File: config.mk
export PLATFORM = sky130hd
export DESIGN_NAME = coeff_nvm_store_load
export DESIGN_NICKNAME = d
export VERILOG_FILES = /design/src/rtl/coeff_nvm_pkg.sv /design/src/rtl/coeff_nvm_store_load.sv
export SDC_FILE = /design/constraint.sdc
export NUM_CORES = 1
export LEC_CHECK = 0
export ABC_AREA = 1
export BUFFER_PORTS_ARGS = -buffer_cell sky130_fd_sc_hd__buf_2
export CORE_ASPECT_RATIO = 2
export CORE_MARGIN = 3
export CORE_UTILIZATION = 42
export CTS_BUF_LIST = sky130_fd_sc_hd__clkbuf_8
export DETAILED_ROUTE_END_ITERATION = 10
export PLACE_DENSITY = 0.66
export SETUP_SLACK_MARGIN = 0.02
export SYNTH_ARGS = -nofsm -noshare
export SYNTH_HDL_FRONTEND = slang
export SYNTH_SLANG_ARGS = --single-unit
File: constraint.sdc
create_clock -name clk -period 1.8 [get_ports clk]
set_clock_uncertainty 0.1 [all_clocks]
set_input_delay 0.18 -clock clk [delete_from_list [all_inputs] [get_ports clk]]
set_output_delay 0.18 -clock clk [all_outputs]
set_load 0.02 [all_outputs]
File: src/rtl/coeff_nvm_pkg.sv
// constants, types and helpers for the coefficient / nonvolatile store block
// assumes a single clock domain and a 32-bit register bus with word-aligned registers
`default_nettype none
package coeff_nvm_pkg;
    // register indices; the byte address is four times the index
    localparam logic [5:0] IDX_OFFQ = 6'h0f;
    localparam logic [5:0] IDX_PWRQ = 6'h10;
    localparam logic [5:0] IDX_TCA = 6'h11;
    localparam logic [5:0] IDX_TCB = 6'h12;
    localparam logic [5:0] IDX_MAKER = 6'h1e;
    localparam logic [5:0] IDX_PART = 6'h1f;
    localparam logic [5:0] IDX_CMD = 6'h2a;
    // reset values
    localparam logic [15:0] RST_OFFQ = 16'h0553;
    localparam logic [15:0] RST_PWRQ = 16'h0000;
    localparam logic [15:0] RST_TCA = 16'h0034;
    localparam logic [15:0] RST_TCB = 16'h0000;
    localparam logic [15:0] RST_CMD = 16'h0000;
    // power quadratic coefficient keeps bits 15..4 only
    localparam logic [15:0] PWRQ_MASK = 16'hfff0;
    // command register fields
    localparam logic [7:0] NVM_KEY = 8'h6a;
    localparam int KEY_LSB = 8;
    localparam int CNT_LSB = 13;
    localparam int CRPT_BIT = 12;
    localparam int ADR_LSB = 3;
    localparam int GLOAD_BIT = 2;
    localparam int STORE_BIT = 1;
    localparam int SLOAD_BIT = 0;
    // programming limit per location
    localparam logic [3:0] PROG_MAX = 4'h8;
    localparam logic [2:0] CNT_SHOWN_MAX = 3'h7;
    localparam int NSLOT = 4;

    // decoded command write
    typedef struct packed {
        logic key_ok;
        logic gload;
        logic store;
        logic sload;
        logic [4:0] adr;
    } cmd_t;

    // whole state of the block
    typedef struct packed {
        logic [NSLOT-1:0][15:0] coeff;
        logic [NSLOT-1:0][15:0] nvm;
        logic [NSLOT-1:0][3:0] pcount;
        logic [4:0] adr;
        logic ack;
        logic [31:0] rdata;
    } state_t;

    // maps a register index to {valid, slot}
    function automatic logic [2:0] slot_of(input logic [5:0] idx);
        logic [5:0] d;
        d = idx - IDX_OFFQ;
        slot_of = {(idx >= IDX_OFFQ) && (idx <= IDX_TCB), d[1:0]};
    endfunction
endpackage
`default_nettype wire

File: src/rtl/coeff_nvm_store_load.sv
// coefficient registers, identification registers and nonvolatile store/load command
// assumes Avalon-MM slave access on clk and a same-clock status corruption bit
//
// Local design decision: the Avalon-MM interface to the registers.
`default_nettype none
// What this block does
// - offset quadratic coefficient is a 16-bit signed read/write register
// - offset quadratic coefficient sits at index 0fh, resets to 0553h
// - power quadratic coefficient keeps 12 bits in 15..4, low bits unused
// - power quadratic coefficient sits at index 10h, resets to zero
// - first transient coefficient at index 11h, read/write, resets to 0034h
// - second transient coefficient at index 12h, read/write, resets to zero
// - transient reset values suit the default four-average conversion mode
// - maker code at index 1eh is fixed and ignores writes
// - index 1fh reads part code in 15..4 and revision in 3..0
// - command register at index 2ah reads zero after reset, bar bit 12 which mirrors the corruption bit
// - command read gives count, corruption flag, address, zeros in 2..0
// - a location takes at most eight stores, later stores ignored
// - command bit 12 always mirrors status corruption bit
// - address field uses normal register numbering to pick the target
// - keyed general load reloads all four coefficient registers from their stored values
// - keyed store copies the addressed register into its location
// - keyed single load restores only the addressed register
module coeff_nvm_store_load
    import coeff_nvm_pkg::*;
#(
    parameter logic [15:0] MAKER_CODE = 16'h1234, // arbitrary value
    parameter logic [11:0] PART_CODE = 12'h0ab, // arbitrary value
    parameter logic [3:0] REVISION_CODE = 4'h1 // arbitrary value
) (
    input wire logic clk,
    input wire logic reset_n,
    input wire logic [7:0] avs_address,
    input wire logic avs_read,
    input wire logic avs_write,
    input wire logic [31:0] avs_writedata,
    input wire logic [3:0] avs_byteenable,
    output logic [31:0] avs_readdata,
    output logic avs_waitrequest,
    input wire logic mem_corrupt,
    output logic [15:0] offset_quadratic_coeff,
    output logic [15:0] power_quadratic_coeff,
    output logic [15:0] transient_coeff_first,
    output logic [15:0] transient_coeff_second
);
    state_t s_r;
    state_t s_nxt;
    cmd_t cmd;
    logic req;
    logic aligned;
    logic [5:0] idx;
    logic [2:0] wslot;
    logic [2:0] tslot;
    logic [2:0] rslot;
    logic wr_acc;
    logic rd_acc;
    logic cmd_hit;
    logic [31:0] rd_val;
    logic [2:0] cnt_shown;

    // bus decode; a request is held by the master until waitrequest drops,
    // so every access costs one wait cycle and is accepted on the edge after it
    // registers sit on word boundaries; any other byte address reads as unmapped
    // and a write there is ignored
    assign req = avs_read || avs_write;
    assign aligned = (avs_address[1:0] == 2'b00);
    assign idx = avs_address[7:2];
    assign wslot = slot_of(idx);
    assign wr_acc = avs_write && s_r.ack;
    assign rd_acc = avs_read && s_r.ack;
    assign cmd_hit = wr_acc && aligned && (idx == IDX_CMD) && (avs_byteenable[1:0] == 2'b11);

    // command fields, only meaningful with the key in the upper byte
    // the fields are decoded for every write, but only a keyed write to the
    // command index with both low lanes lets them act
    always_comb begin
        cmd.key_ok = (avs_writedata[KEY_LSB+:8] == NVM_KEY);
        cmd.gload = avs_writedata[GLOAD_BIT];
        cmd.store = avs_writedata[STORE_BIT];
        cmd.sload = avs_writedata[SLOAD_BIT];
        cmd.adr = avs_writedata[ADR_LSB+:5];
    end
    assign tslot = slot_of({1'b0, cmd.adr});

    // count shown for the location picked by the held address
    // the internal count runs to eight, the field is three bits wide,
    // so a used-up location reads as seven; other indices read zero
    assign rslot = slot_of({1'b0, s_r.adr});
    always_comb begin
        cnt_shown = 3'h0;
        if (rslot[2]) begin
            if (s_r.pcount[rslot[1:0]] >= PROG_MAX) begin
                cnt_shown = CNT_SHOWN_MAX;
            end else begin
                cnt_shown = s_r.pcount[rslot[1:0]][2:0];
            end
        end
    end

    // read multiplexer; unmapped indices read zero
    // the word is captured in the wait cycle, so the value shown is the one
    // from the cycle before the accepting edge, which is stable for a held request
    always_comb begin
        rd_val = 32'h0000_0000;
        if (aligned) begin
            case (idx)
                IDX_OFFQ, IDX_PWRQ, IDX_TCA, IDX_TCB: begin
                    rd_val[15:0] = s_r.coeff[wslot[1:0]];
                end
                IDX_MAKER: begin
                    rd_val[15:0] = MAKER_CODE;
                end
                IDX_PART: begin
                    rd_val[15:0] = {PART_CODE, REVISION_CODE};
                end
                IDX_CMD: begin
                    rd_val[CNT_LSB+:3] = cnt_shown;
                    rd_val[CRPT_BIT] = mem_corrupt;
                    rd_val[ADR_LSB+:5] = s_r.adr;
                    rd_val[2:0] = 3'h0;
                end
                default: begin
                    rd_val = 32'h0000_0000;
                end
            endcase
        end
    end

    // next state: bus handshake, register writes, store and load commands
    // a store copies the register as it stood before this write, and loads use
    // stored values from before it, so a combined store and load is well defined;
    // a general load wins over a single load
    always_comb begin
        s_nxt = s_r;
        s_nxt.ack = req && !s_r.ack;
        if (avs_read && !s_r.ack) begin
            s_nxt.rdata = rd_val;
        end
        // plain coefficient writes by byte lane
        if (wr_acc && aligned && wslot[2]) begin
            for (int b = 0; b < 2; b++) begin
                if (avs_byteenable[b]) begin
                    s_nxt.coeff[wslot[1:0]][8*b+:8] = avs_writedata[8*b+:8];
                end
            end
            if (idx == IDX_PWRQ) begin
                s_nxt.coeff[1] = s_nxt.coeff[1] & PWRQ_MASK;
            end
        end
        // keyed command; without the key nothing changes
        // the strobes are taken straight from the write data and never held,
        // so each accepted write acts exactly once and nothing reads back as one
        if (cmd_hit && cmd.key_ok) begin
            s_nxt.adr = cmd.adr;
            if (cmd.store && tslot[2] && (s_r.pcount[tslot[1:0]] < PROG_MAX)) begin
                s_nxt.nvm[tslot[1:0]] = s_r.coeff[tslot[1:0]];
                s_nxt.pcount[tslot[1:0]] = s_r.pcount[tslot[1:0]] + 4'h1;
            end
            if (cmd.gload) begin
                s_nxt.coeff = s_r.nvm;
            end else if (cmd.sload && tslot[2]) begin
                s_nxt.coeff[tslot[1:0]] = s_r.nvm[tslot[1:0]];
            end
        end
    end

    // state register; stored values start as the reset defaults
    // the stored copies are modelled as volatile here: reset brings them back
    // to the defaults, and a user who needs real retention must keep them
    // outside this block
    always_ff @(posedge clk or negedge reset_n) begin
        if (!reset_n) begin
            s_r.coeff <= {RST_TCB, RST_TCA, RST_PWRQ, RST_OFFQ};
            s_r.nvm <= {RST_TCB, RST_TCA, RST_PWRQ, RST_OFFQ};
            s_r.pcount <= '0;
            s_r.adr <= RST_CMD[ADR_LSB+:5];
            s_r.ack <= 1'b0;
            s_r.rdata <= 32'h0000_0000;
        end else begin
            s_r <= s_nxt;
        end
    end

    // outputs
    // waitrequest is combinational so the first cycle of a request stalls at once;
    // the coefficient outputs come straight from the state register
    assign avs_waitrequest = req && !s_r.ack;
    assign avs_readdata = s_r.rdata;
    assign offset_quadratic_coeff = s_r.coeff[0];
    assign power_quadratic_coeff = s_r.coeff[1];
    assign transient_coeff_first = s_r.coeff[2];
    assign transient_coeff_second = s_r.coeff[3];

    // checks on the bus handshake, the registers and the store/load command;
    // all run on clk and are switched off while reset is low

    // every request is answered one cycle after it is first seen
    wait_one_a: assert property (@(posedge clk) disable iff (!reset_n)
        (req && avs_waitrequest) |=> !avs_waitrequest)
        else $error("request not answered after one wait cycle");

    // coefficients come up at their defaults after reset
    reset_vals_a: assert property (@(posedge clk) disable iff (!reset_n)
        $rose(reset_n) |-> (s_r.coeff[0] == RST_OFFQ) && (s_r.coeff[2] == RST_TCA)
            && (s_r.coeff[1] == RST_PWRQ) && (s_r.coeff[3] == RST_TCB))
        else $error("coefficient reset value wrong");

    // unused low bits of the power coefficient stay zero
    pwrq_low_a: assert property (@(posedge clk) disable iff (!reset_n)
        s_r.coeff[1][3:0] == 4'h0)
        else $error("power coefficient low bits not zero");

    // maker code read returns the fixed value
    maker_read_a: assert property (@(posedge clk) disable iff (!reset_n)
        (rd_acc && aligned && (idx == IDX_MAKER)) |-> (avs_readdata[15:0] == MAKER_CODE))
        else $error("maker code read wrong");

    // part and revision read back in their fields
    part_read_a: assert property (@(posedge clk) disable iff (!reset_n)
        (rd_acc && aligned && (idx == IDX_PART)) |-> (avs_readdata == {16'h0000, PART_CODE, REVISION_CODE}))
        else $error("part code read wrong");

    // command read mirrors the corruption bit and hides the strobes
    cmd_mirror_a: assert property (@(posedge clk) disable iff (!reset_n)
        (rd_acc && aligned && (idx == IDX_CMD)) |->
            (avs_readdata[CRPT_BIT] == $past(mem_corrupt)) && (avs_readdata[2:0] == 3'h0)
            && (avs_readdata[ADR_LSB+:5] == s_r.adr))
        else $error("command read fields wrong");

    // a command write without the key leaves stored and live values untouched
    key_guard_a: assert property (@(posedge clk) disable iff (!reset_n)
        (cmd_hit && !cmd.key_ok) |=> $stable(s_r.nvm) && $stable(s_r.pcount) && $stable(s_r.coeff)
            && $stable(s_r.adr))
        else $error("unkeyed command changed state");

    // a store below the limit adds exactly one to the count
    store_count_a: assert property (@(posedge clk) disable iff (!reset_n)
        (cmd_hit && cmd.key_ok && cmd.store && tslot[2] && (s_r.pcount[tslot[1:0]] < PROG_MAX))
            |=> (s_r.pcount[$past(tslot[1:0])] == $past(s_r.pcount[tslot[1:0]]) + 4'h1)
            && (s_r.nvm[$past(tslot[1:0])] == $past(s_r.coeff[tslot[1:0]])))
        else $error("store did not copy and count");

    // after eight stores the location no longer changes
    store_limit_a: assert property (@(posedge clk) disable iff (!reset_n)
        (cmd_hit && cmd.key_ok && cmd.store && tslot[2] && (s_r.pcount[tslot[1:0]] == PROG_MAX))
            |=> $stable(s_r.nvm) && $stable(s_r.pcount))
        else $error("store accepted past the limit");

    // single load restores the addressed coefficient from its stored value
    single_load_a: assert property (@(posedge clk) disable iff (!reset_n)
        (cmd_hit && cmd.key_ok && cmd.sload && !cmd.gload && tslot[2])
            |=> (s_r.coeff[$past(tslot[1:0])] == $past(s_r.nvm[tslot[1:0]])))
        else $error("single load wrong");

    // general load restores every coefficient
    general_load_a: assert property (@(posedge clk) disable iff (!reset_n)
        (cmd_hit && cmd.key_ok && cmd.gload) |=> (s_r.coeff == $past(s_r.nvm)))
        else $error("general load wrong");

    // counts never pass the limit
    count_bound_a: assert property (@(posedge clk) disable iff (!reset_n)
        (s_r.pcount[0] <= PROG_MAX) && (s_r.pcount[1] <= PROG_MAX)
            && (s_r.pcount[2] <= PROG_MAX) && (s_r.pcount[3] <= PROG_MAX))
        else $error("program count past limit");

    // an accepted request is never accepted again on the next edge, so strobes act once
    one_accept_a: assert property (@(posedge clk) disable iff (!reset_n)
        (wr_acc || rd_acc) |=> !(wr_acc || rd_acc))
        else $error("request accepted twice in a row");

    // only the low half of the read word carries register bits
    upper_zero_a: assert property (@(posedge clk) disable iff (!reset_n)
        rd_acc |-> (avs_readdata[31:16] == 16'h0000))
        else $error("upper half of read word not zero");

    // a full-width write to a plain coefficient lands unchanged
    coeff_write_a: assert property (@(posedge clk) disable iff (!reset_n)
        (wr_acc && aligned && wslot[2] && (idx != IDX_PWRQ) && (avs_byteenable[1:0] == 2'b11))
            |=> (s_r.coeff[$past(wslot[1:0])] == $past(avs_writedata[15:0])))
        else $error("coefficient write lost");

    // a write to the power coefficient keeps bits 15..4 and drops the rest
    pwrq_write_a: assert property (@(posedge clk) disable iff (!reset_n)
        (wr_acc && aligned && (idx == IDX_PWRQ) && (avs_byteenable[1:0] == 2'b11))
            |=> (s_r.coeff[1] == ($past(avs_writedata[15:0]) & PWRQ_MASK)))
        else $error("power coefficient write wrong");

    // a write on the upper lane alone keeps the lower byte
    lane_keep_a: assert property (@(posedge clk) disable iff (!reset_n)
        (wr_acc && aligned && wslot[2] && (avs_byteenable[1:0] == 2'b10))
            |=> (s_r.coeff[$past(wslot[1:0])][7:0] == $past(s_r.coeff[wslot[1:0]][7:0]))
            && (s_r.coeff[$past(wslot[1:0])][15:8] == $past(avs_writedata[15:8])))
        else $error("byte lane write wrong");

    // a coefficient read returns the live register
    coeff_read_a: assert property (@(posedge clk) disable iff (!reset_n)
        (rd_acc && aligned && wslot[2]) |-> (avs_readdata[15:0] == s_r.coeff[wslot[1:0]]))
        else $error("coefficient read wrong");

    // writes to the identification registers change no state
    ro_write_a: assert property (@(posedge clk) disable iff (!reset_n)
        (wr_acc && aligned && ((idx == IDX_MAKER) || (idx == IDX_PART)))
            |=> $stable(s_r.coeff) && $stable(s_r.nvm) && $stable(s_r.pcount) && $stable(s_r.adr))
        else $error("write to identification register changed state");

    // a command write that misses a low lane is dropped whole
    lane_cmd_a: assert property (@(posedge clk) disable iff (!reset_n)
        (wr_acc && aligned && (idx == IDX_CMD) && (avs_byteenable[1:0] != 2'b11))
            |=> $stable(s_r.adr) && $stable(s_r.nvm) && $stable(s_r.pcount) && $stable(s_r.coeff))
        else $error("partial command write acted");

    // every keyed command write latches its address field
    addr_latch_a: assert property (@(posedge clk) disable iff (!reset_n)
        (cmd_hit && cmd.key_ok) |=> (s_r.adr == $past(cmd.adr)))
        else $error("command address not latched");

    // stored values change only under a keyed store
    nvm_hold_a: assert property (@(posedge clk) disable iff (!reset_n)
        !(cmd_hit && cmd.key_ok && cmd.store) |=> $stable(s_r.nvm))
        else $error("stored value changed without a store");

    // live coefficients change only at an accepted write
    coeff_hold_a: assert property (@(posedge clk) disable iff (!reset_n)
        !wr_acc |=> $stable(s_r.coeff))
        else $error("coefficient changed without a write");

    // program counts move only under a keyed store
    count_hold_a: assert property (@(posedge clk) disable iff (!reset_n)
        !(cmd_hit && cmd.key_ok && cmd.store) |=> $stable(s_r.pcount))
        else $error("program count changed without a store");

    // a store naming an index without a stored location does nothing
    bad_target_a: assert property (@(posedge clk) disable iff (!reset_n)
        (cmd_hit && cmd.key_ok && cmd.store && !tslot[2])
            |=> $stable(s_r.nvm) && $stable(s_r.pcount))
        else $error("store to an index without a location acted");

    // the count field shows seven once a location is used up
    cnt_sat_a: assert property (@(posedge clk) disable iff (!reset_n)
        (rd_acc && aligned && (idx == IDX_CMD) && rslot[2] && (s_r.pcount[rslot[1:0]] == PROG_MAX))
            |-> (avs_readdata[CNT_LSB+:3] == CNT_SHOWN_MAX))
        else $error("used-up count not shown as seven");

    // an address without a location shows a zero count
    cnt_none_a: assert property (@(posedge clk) disable iff (!reset_n)
        (rd_acc && aligned && (idx == IDX_CMD) && !rslot[2]) |-> (avs_readdata[CNT_LSB+:3] == 3'h0))
        else $error("count shown for an address without a location");

    // misaligned reads come back as zero
    rd_zero_a: assert property (@(posedge clk) disable iff (!reset_n)
        (rd_acc && !aligned) |-> (avs_readdata == 32'h0000_0000))
        else $error("misaligned read not zero");

    // after reset the command register, counts and read word start clear
    reset_cmd_a: assert property (@(posedge clk) disable iff (!reset_n)
        $rose(reset_n) |-> (s_r.adr == 5'h00) && (s_r.pcount == '0)
            && (avs_readdata == 32'h0000_0000))
        else $error("command state not clear after reset");

    // stored values start from the coefficient defaults
    nvm_reset_a: assert property (@(posedge clk) disable iff (!reset_n)
        $rose(reset_n) |-> (s_r.nvm == {RST_TCB, RST_TCA, RST_PWRQ, RST_OFFQ}))
        else $error("stored value reset wrong");

    // a single load of the offset coefficient leaves the other three alone
    sload_others_a: assert property (@(posedge clk) disable iff (!reset_n)
        (cmd_hit && cmd.key_ok && cmd.sload && !cmd.gload && (tslot == 3'b100))
            |=> (s_r.coeff[3:1] == $past(s_r.coeff[3:1])))
        else $error("single load touched another coefficient");

    // read data stands until the next read's wait cycle
    rdata_stand_a: assert property (@(posedge clk) disable iff (!reset_n)
        !(avs_read && !s_r.ack) |=> $stable(avs_readdata))
        else $error("read data changed without a read");
endmodule // coeff_nvm_store_load
`default_nettype wire

==> summary.md <==
| Metric | Value |
|---|---|
| Clock Latency Late Sink | `0.49 ns` |
| PD cells | `617.6 nW/um^2` |
| Largest net degree at the start of global routing | `83` |
| Maximum clock insertion buffer count | `2` |
| Fmax | `553.1 MHz` |
| Final Non-Filler Cells | `2002` |
| DP HPWL | `26850 um` |
| Final setup viols | `1` |
| Top cells by count, synth | `nand2_1 (505), dfrtp_1 (148), o21ai_0 (130)` |
| Arrival time at the worst endpoint | `2.08 ns` |
| Tot Pwr | `8.115 mW` |
| Row cnt | `82` |
| Initial antenna violation count | `0` |
| Post-layout util | `52.06%` |
| M1 WL | `13830 um` |
| Clock-pin slew on the worst setup and hold paths | `0.10 ns` |
| CP Capture Type | `flop` |
| Distinct cells, synth | `37` |
| ANT nets after route | `0` |
| CTS tree | `done` |
| Critical path class | `reg2reg` |
| DIE WIDTH | `119.5 um` |
| Met3 wire len | `1992 um` |
| Initial DRC count | `924` |
| Met2 wire length | `18440 um` |
| Area grow syn2layout | `21.38%` |
| Routed len/inst | `18.26 um` |
| Root buffer cell | `clkbuf_8` |
| First-pass GRT wire length | `54680 um` |
| Async set or reset register ratio after synthesis | `100.0%` |
| Synth Area per Inst | `7.020 um^2` |
| Vias in the first global route | `10020` |
| Largest area contributor in the netlist | `dfrtp_1` |
| Worst ir drop on vdd | `424.3 uV` |
| Final Cycle Share | `100.4%` |
| Avg Vias per Cell | `5.343` |
| Fin. max-slew vios | `0` |
| Max-Cap Viols | `0` |
| Layout cell share with drive strength beyond 1 | `25.29%` |
| Die area | `27850 um^2` |
| H-tree levels | `4` |
| Req. time, crit path | `2.07 ns` |
| Most numerous cell in the Yosys netlist | `nand2_1` |
| Sequential area share after synthesis | `38.58%` |
| Min Hold Slack | `0.04276 ns` |
| Worst Hold Class | `in2reg` |
| Least-Margin Pin Slew | `0.5345 ns` |
| Residual DRC count | `0` |
| CTS Buf Count | `17` |
| Slew HR | `64.36%` |
| #FFs+latches synth | `166` |
| First-pass DRT Iterations | `6` |
| I/O Pins | `146` |
| Critical Path Start Type | `flop` |
| Post-layout minimum cycle time | `1.808 ns` |
| Highest metal used | `met4` |
| Num Clock Sinks | `166` |
| Synth area leaders | `dfrtp_1 (34%), nand2_1 (18%), buf_4 (6.8%)` |
| Gp weighted congestion | `0.9502` |
| Post-synth EDFFs | `0` |
| Setup ws final | `-0.007852 ns` |
| Placed inst area | `11890 um^2` |
| Unrepaired setup endpoints after global routing | `yes` |
| Post-synth top area share | `34.21%` |
| Total Wirelength | `36550 um` |
| Vert. Die Dim | `233.0 um` |
| Static Leak | `6.514 nW` |
| Critical path peak fanout | `7` |
| Prevailing post-synth register cell | `dfrtp_1` |
| Syn. warnings | `0` |
| Failing checks | `negative setup slack` |
| Layout Nets | `1714` |
| Total track usage | `24.98%` |
| Cell Area, Synth | `10830 um^2` |
| Final instance area | `13140 um^2` |
| Final hold vios | `0` |
| Placed insts | `1946` |
| Status | `finished with violations` |
| # port buffers | `111` |
| Grt ovf | `0` |
| Starting density of the core | `42.89%` |
| Cells after Synth | `1542` |
| Total core area | `25240 um^2` |
| DR vias | `10700` |
-- stage by stage --
step,setup slack (ns),setup TNS [ns]
after floorplan,-0.09439,-9.552
after global placement,-0.1981,-15.06
after detailed placement,-0.2374,-17.63
after CTS,-0.005141,-0.005141
after global routing,-0.07396,-3.917
final,-0.007852,-0.007852
-- routing by layer --
layer / GRT usage [%] / up-vias
met2: 43.87 / 444
met4: 12.44 / 0
met3: 3.187 / 108
met1: 29.87 / 5018
li1: - / 5126
met5: 0 / -
-- final timing paths --
| check | start | endpoint | slack, ns | cells after the start |
|---|---|---|---|---|
| setup / recovery | s_r[32] | power_quadratic_coeff[7] | -0.008 | 11 |
| hold / removal | avs_writedata[5] | s_r[35] | 0.04 | 4 |
| setup reg to reg | s_r[32] | power_quadratic_coeff[7] | -0.008 | 11 |
| hold reg to reg | avs_readdata[2] | avs_readdata[2] | 0.38 | 2 |
| max in group asynchronous | reset_n | async pin | 0.88 | 3 |
| min in group asynchronous | reset_n | async pin | 0.07 | 2 |
-- critical path, cell delays in order, from the launching register on --
cell and delay, ns:
dfrtp_1 0.37, nand2_1 0.07, nor2_2 0.10, inv_1 0.06, nor2_2 0.12, nand3_4 0.17
buf_12 0.20, clkinv_16 0.07, nand2_8 0.07, clkbuf_16 0.19, o211ai_1 0.09, nand2_1 0.08
-- cells in the final DEF (no fill, tap or decap), drive strengths merged --
master,synthesis,layout
nand2,513,513
buf,139,234
o21ai,214,214
dfrtp,148,148
inv,136,142
nand3,110,110
a21oi,107,107
nor2,39,39
o22ai,31,31
clkbuf,36,22
dfstp,18,18
conb,1,16
o211ai,13,13
ha,13,13
dlygate4sd3,0,11
clkinv,4,8
nand4,5,5
a22o,5,5
clkinvlp,0,4
nand3b,2,2
bufinv,0,2
nor3,2,2
diode,0,1
a32o,1,1
xnor2,1,1
a211oi,1,1
o22a,1,1
a31oi,1,1
xor2,1,1
-- final cells by class --
class                      instances  area, um^2
clock buffer                      17       234.0
antenna                            1       2.502
fill                            2489       12100
tap                              336       420.4
inverter                         140       564.3
clock inverter                    15       153.9
sequential                       166        4177
timing repair inverter             1       11.26
multi-input combinational       1076        5534
timing repair buffer             250        2043
-- kinds of logic (layout without fill, tap and decap cells) --
| family | Yosys count | count (layout) | synth area share (%) |
|---|---|---|---|
| simple gates | 671 | 671 | 25.69 |
| buf+inv | 315 | 423 | 15.79 |
| compound gates | 374 | 374 | 18.24 |
| other cells | 1 | 17 | 0.03464 |
| xor+xnor | 2 | 2 | 0.1618 |
| flops | 166 | 166 | 38.58 |
| fa+ha+maj | 13 | 13 | 1.503 |
-- timing repair --
action,CTS,global route
endpoints found under the setup margin,113,146
gates cloned,0,6
gates resized for setup,8,123
hold buffers,11,0
setup buffers,1,5
pin swaps,2,69
endpoints found under the hold margin,171,0
-- power by group --
group          switching (mW)  internal (mW)
clock                    1.47           1.24
sequential             0.0901           3.82
combinational           0.984          0.512
total                    2.55           5.57
(Power assumes the default switching activity.)
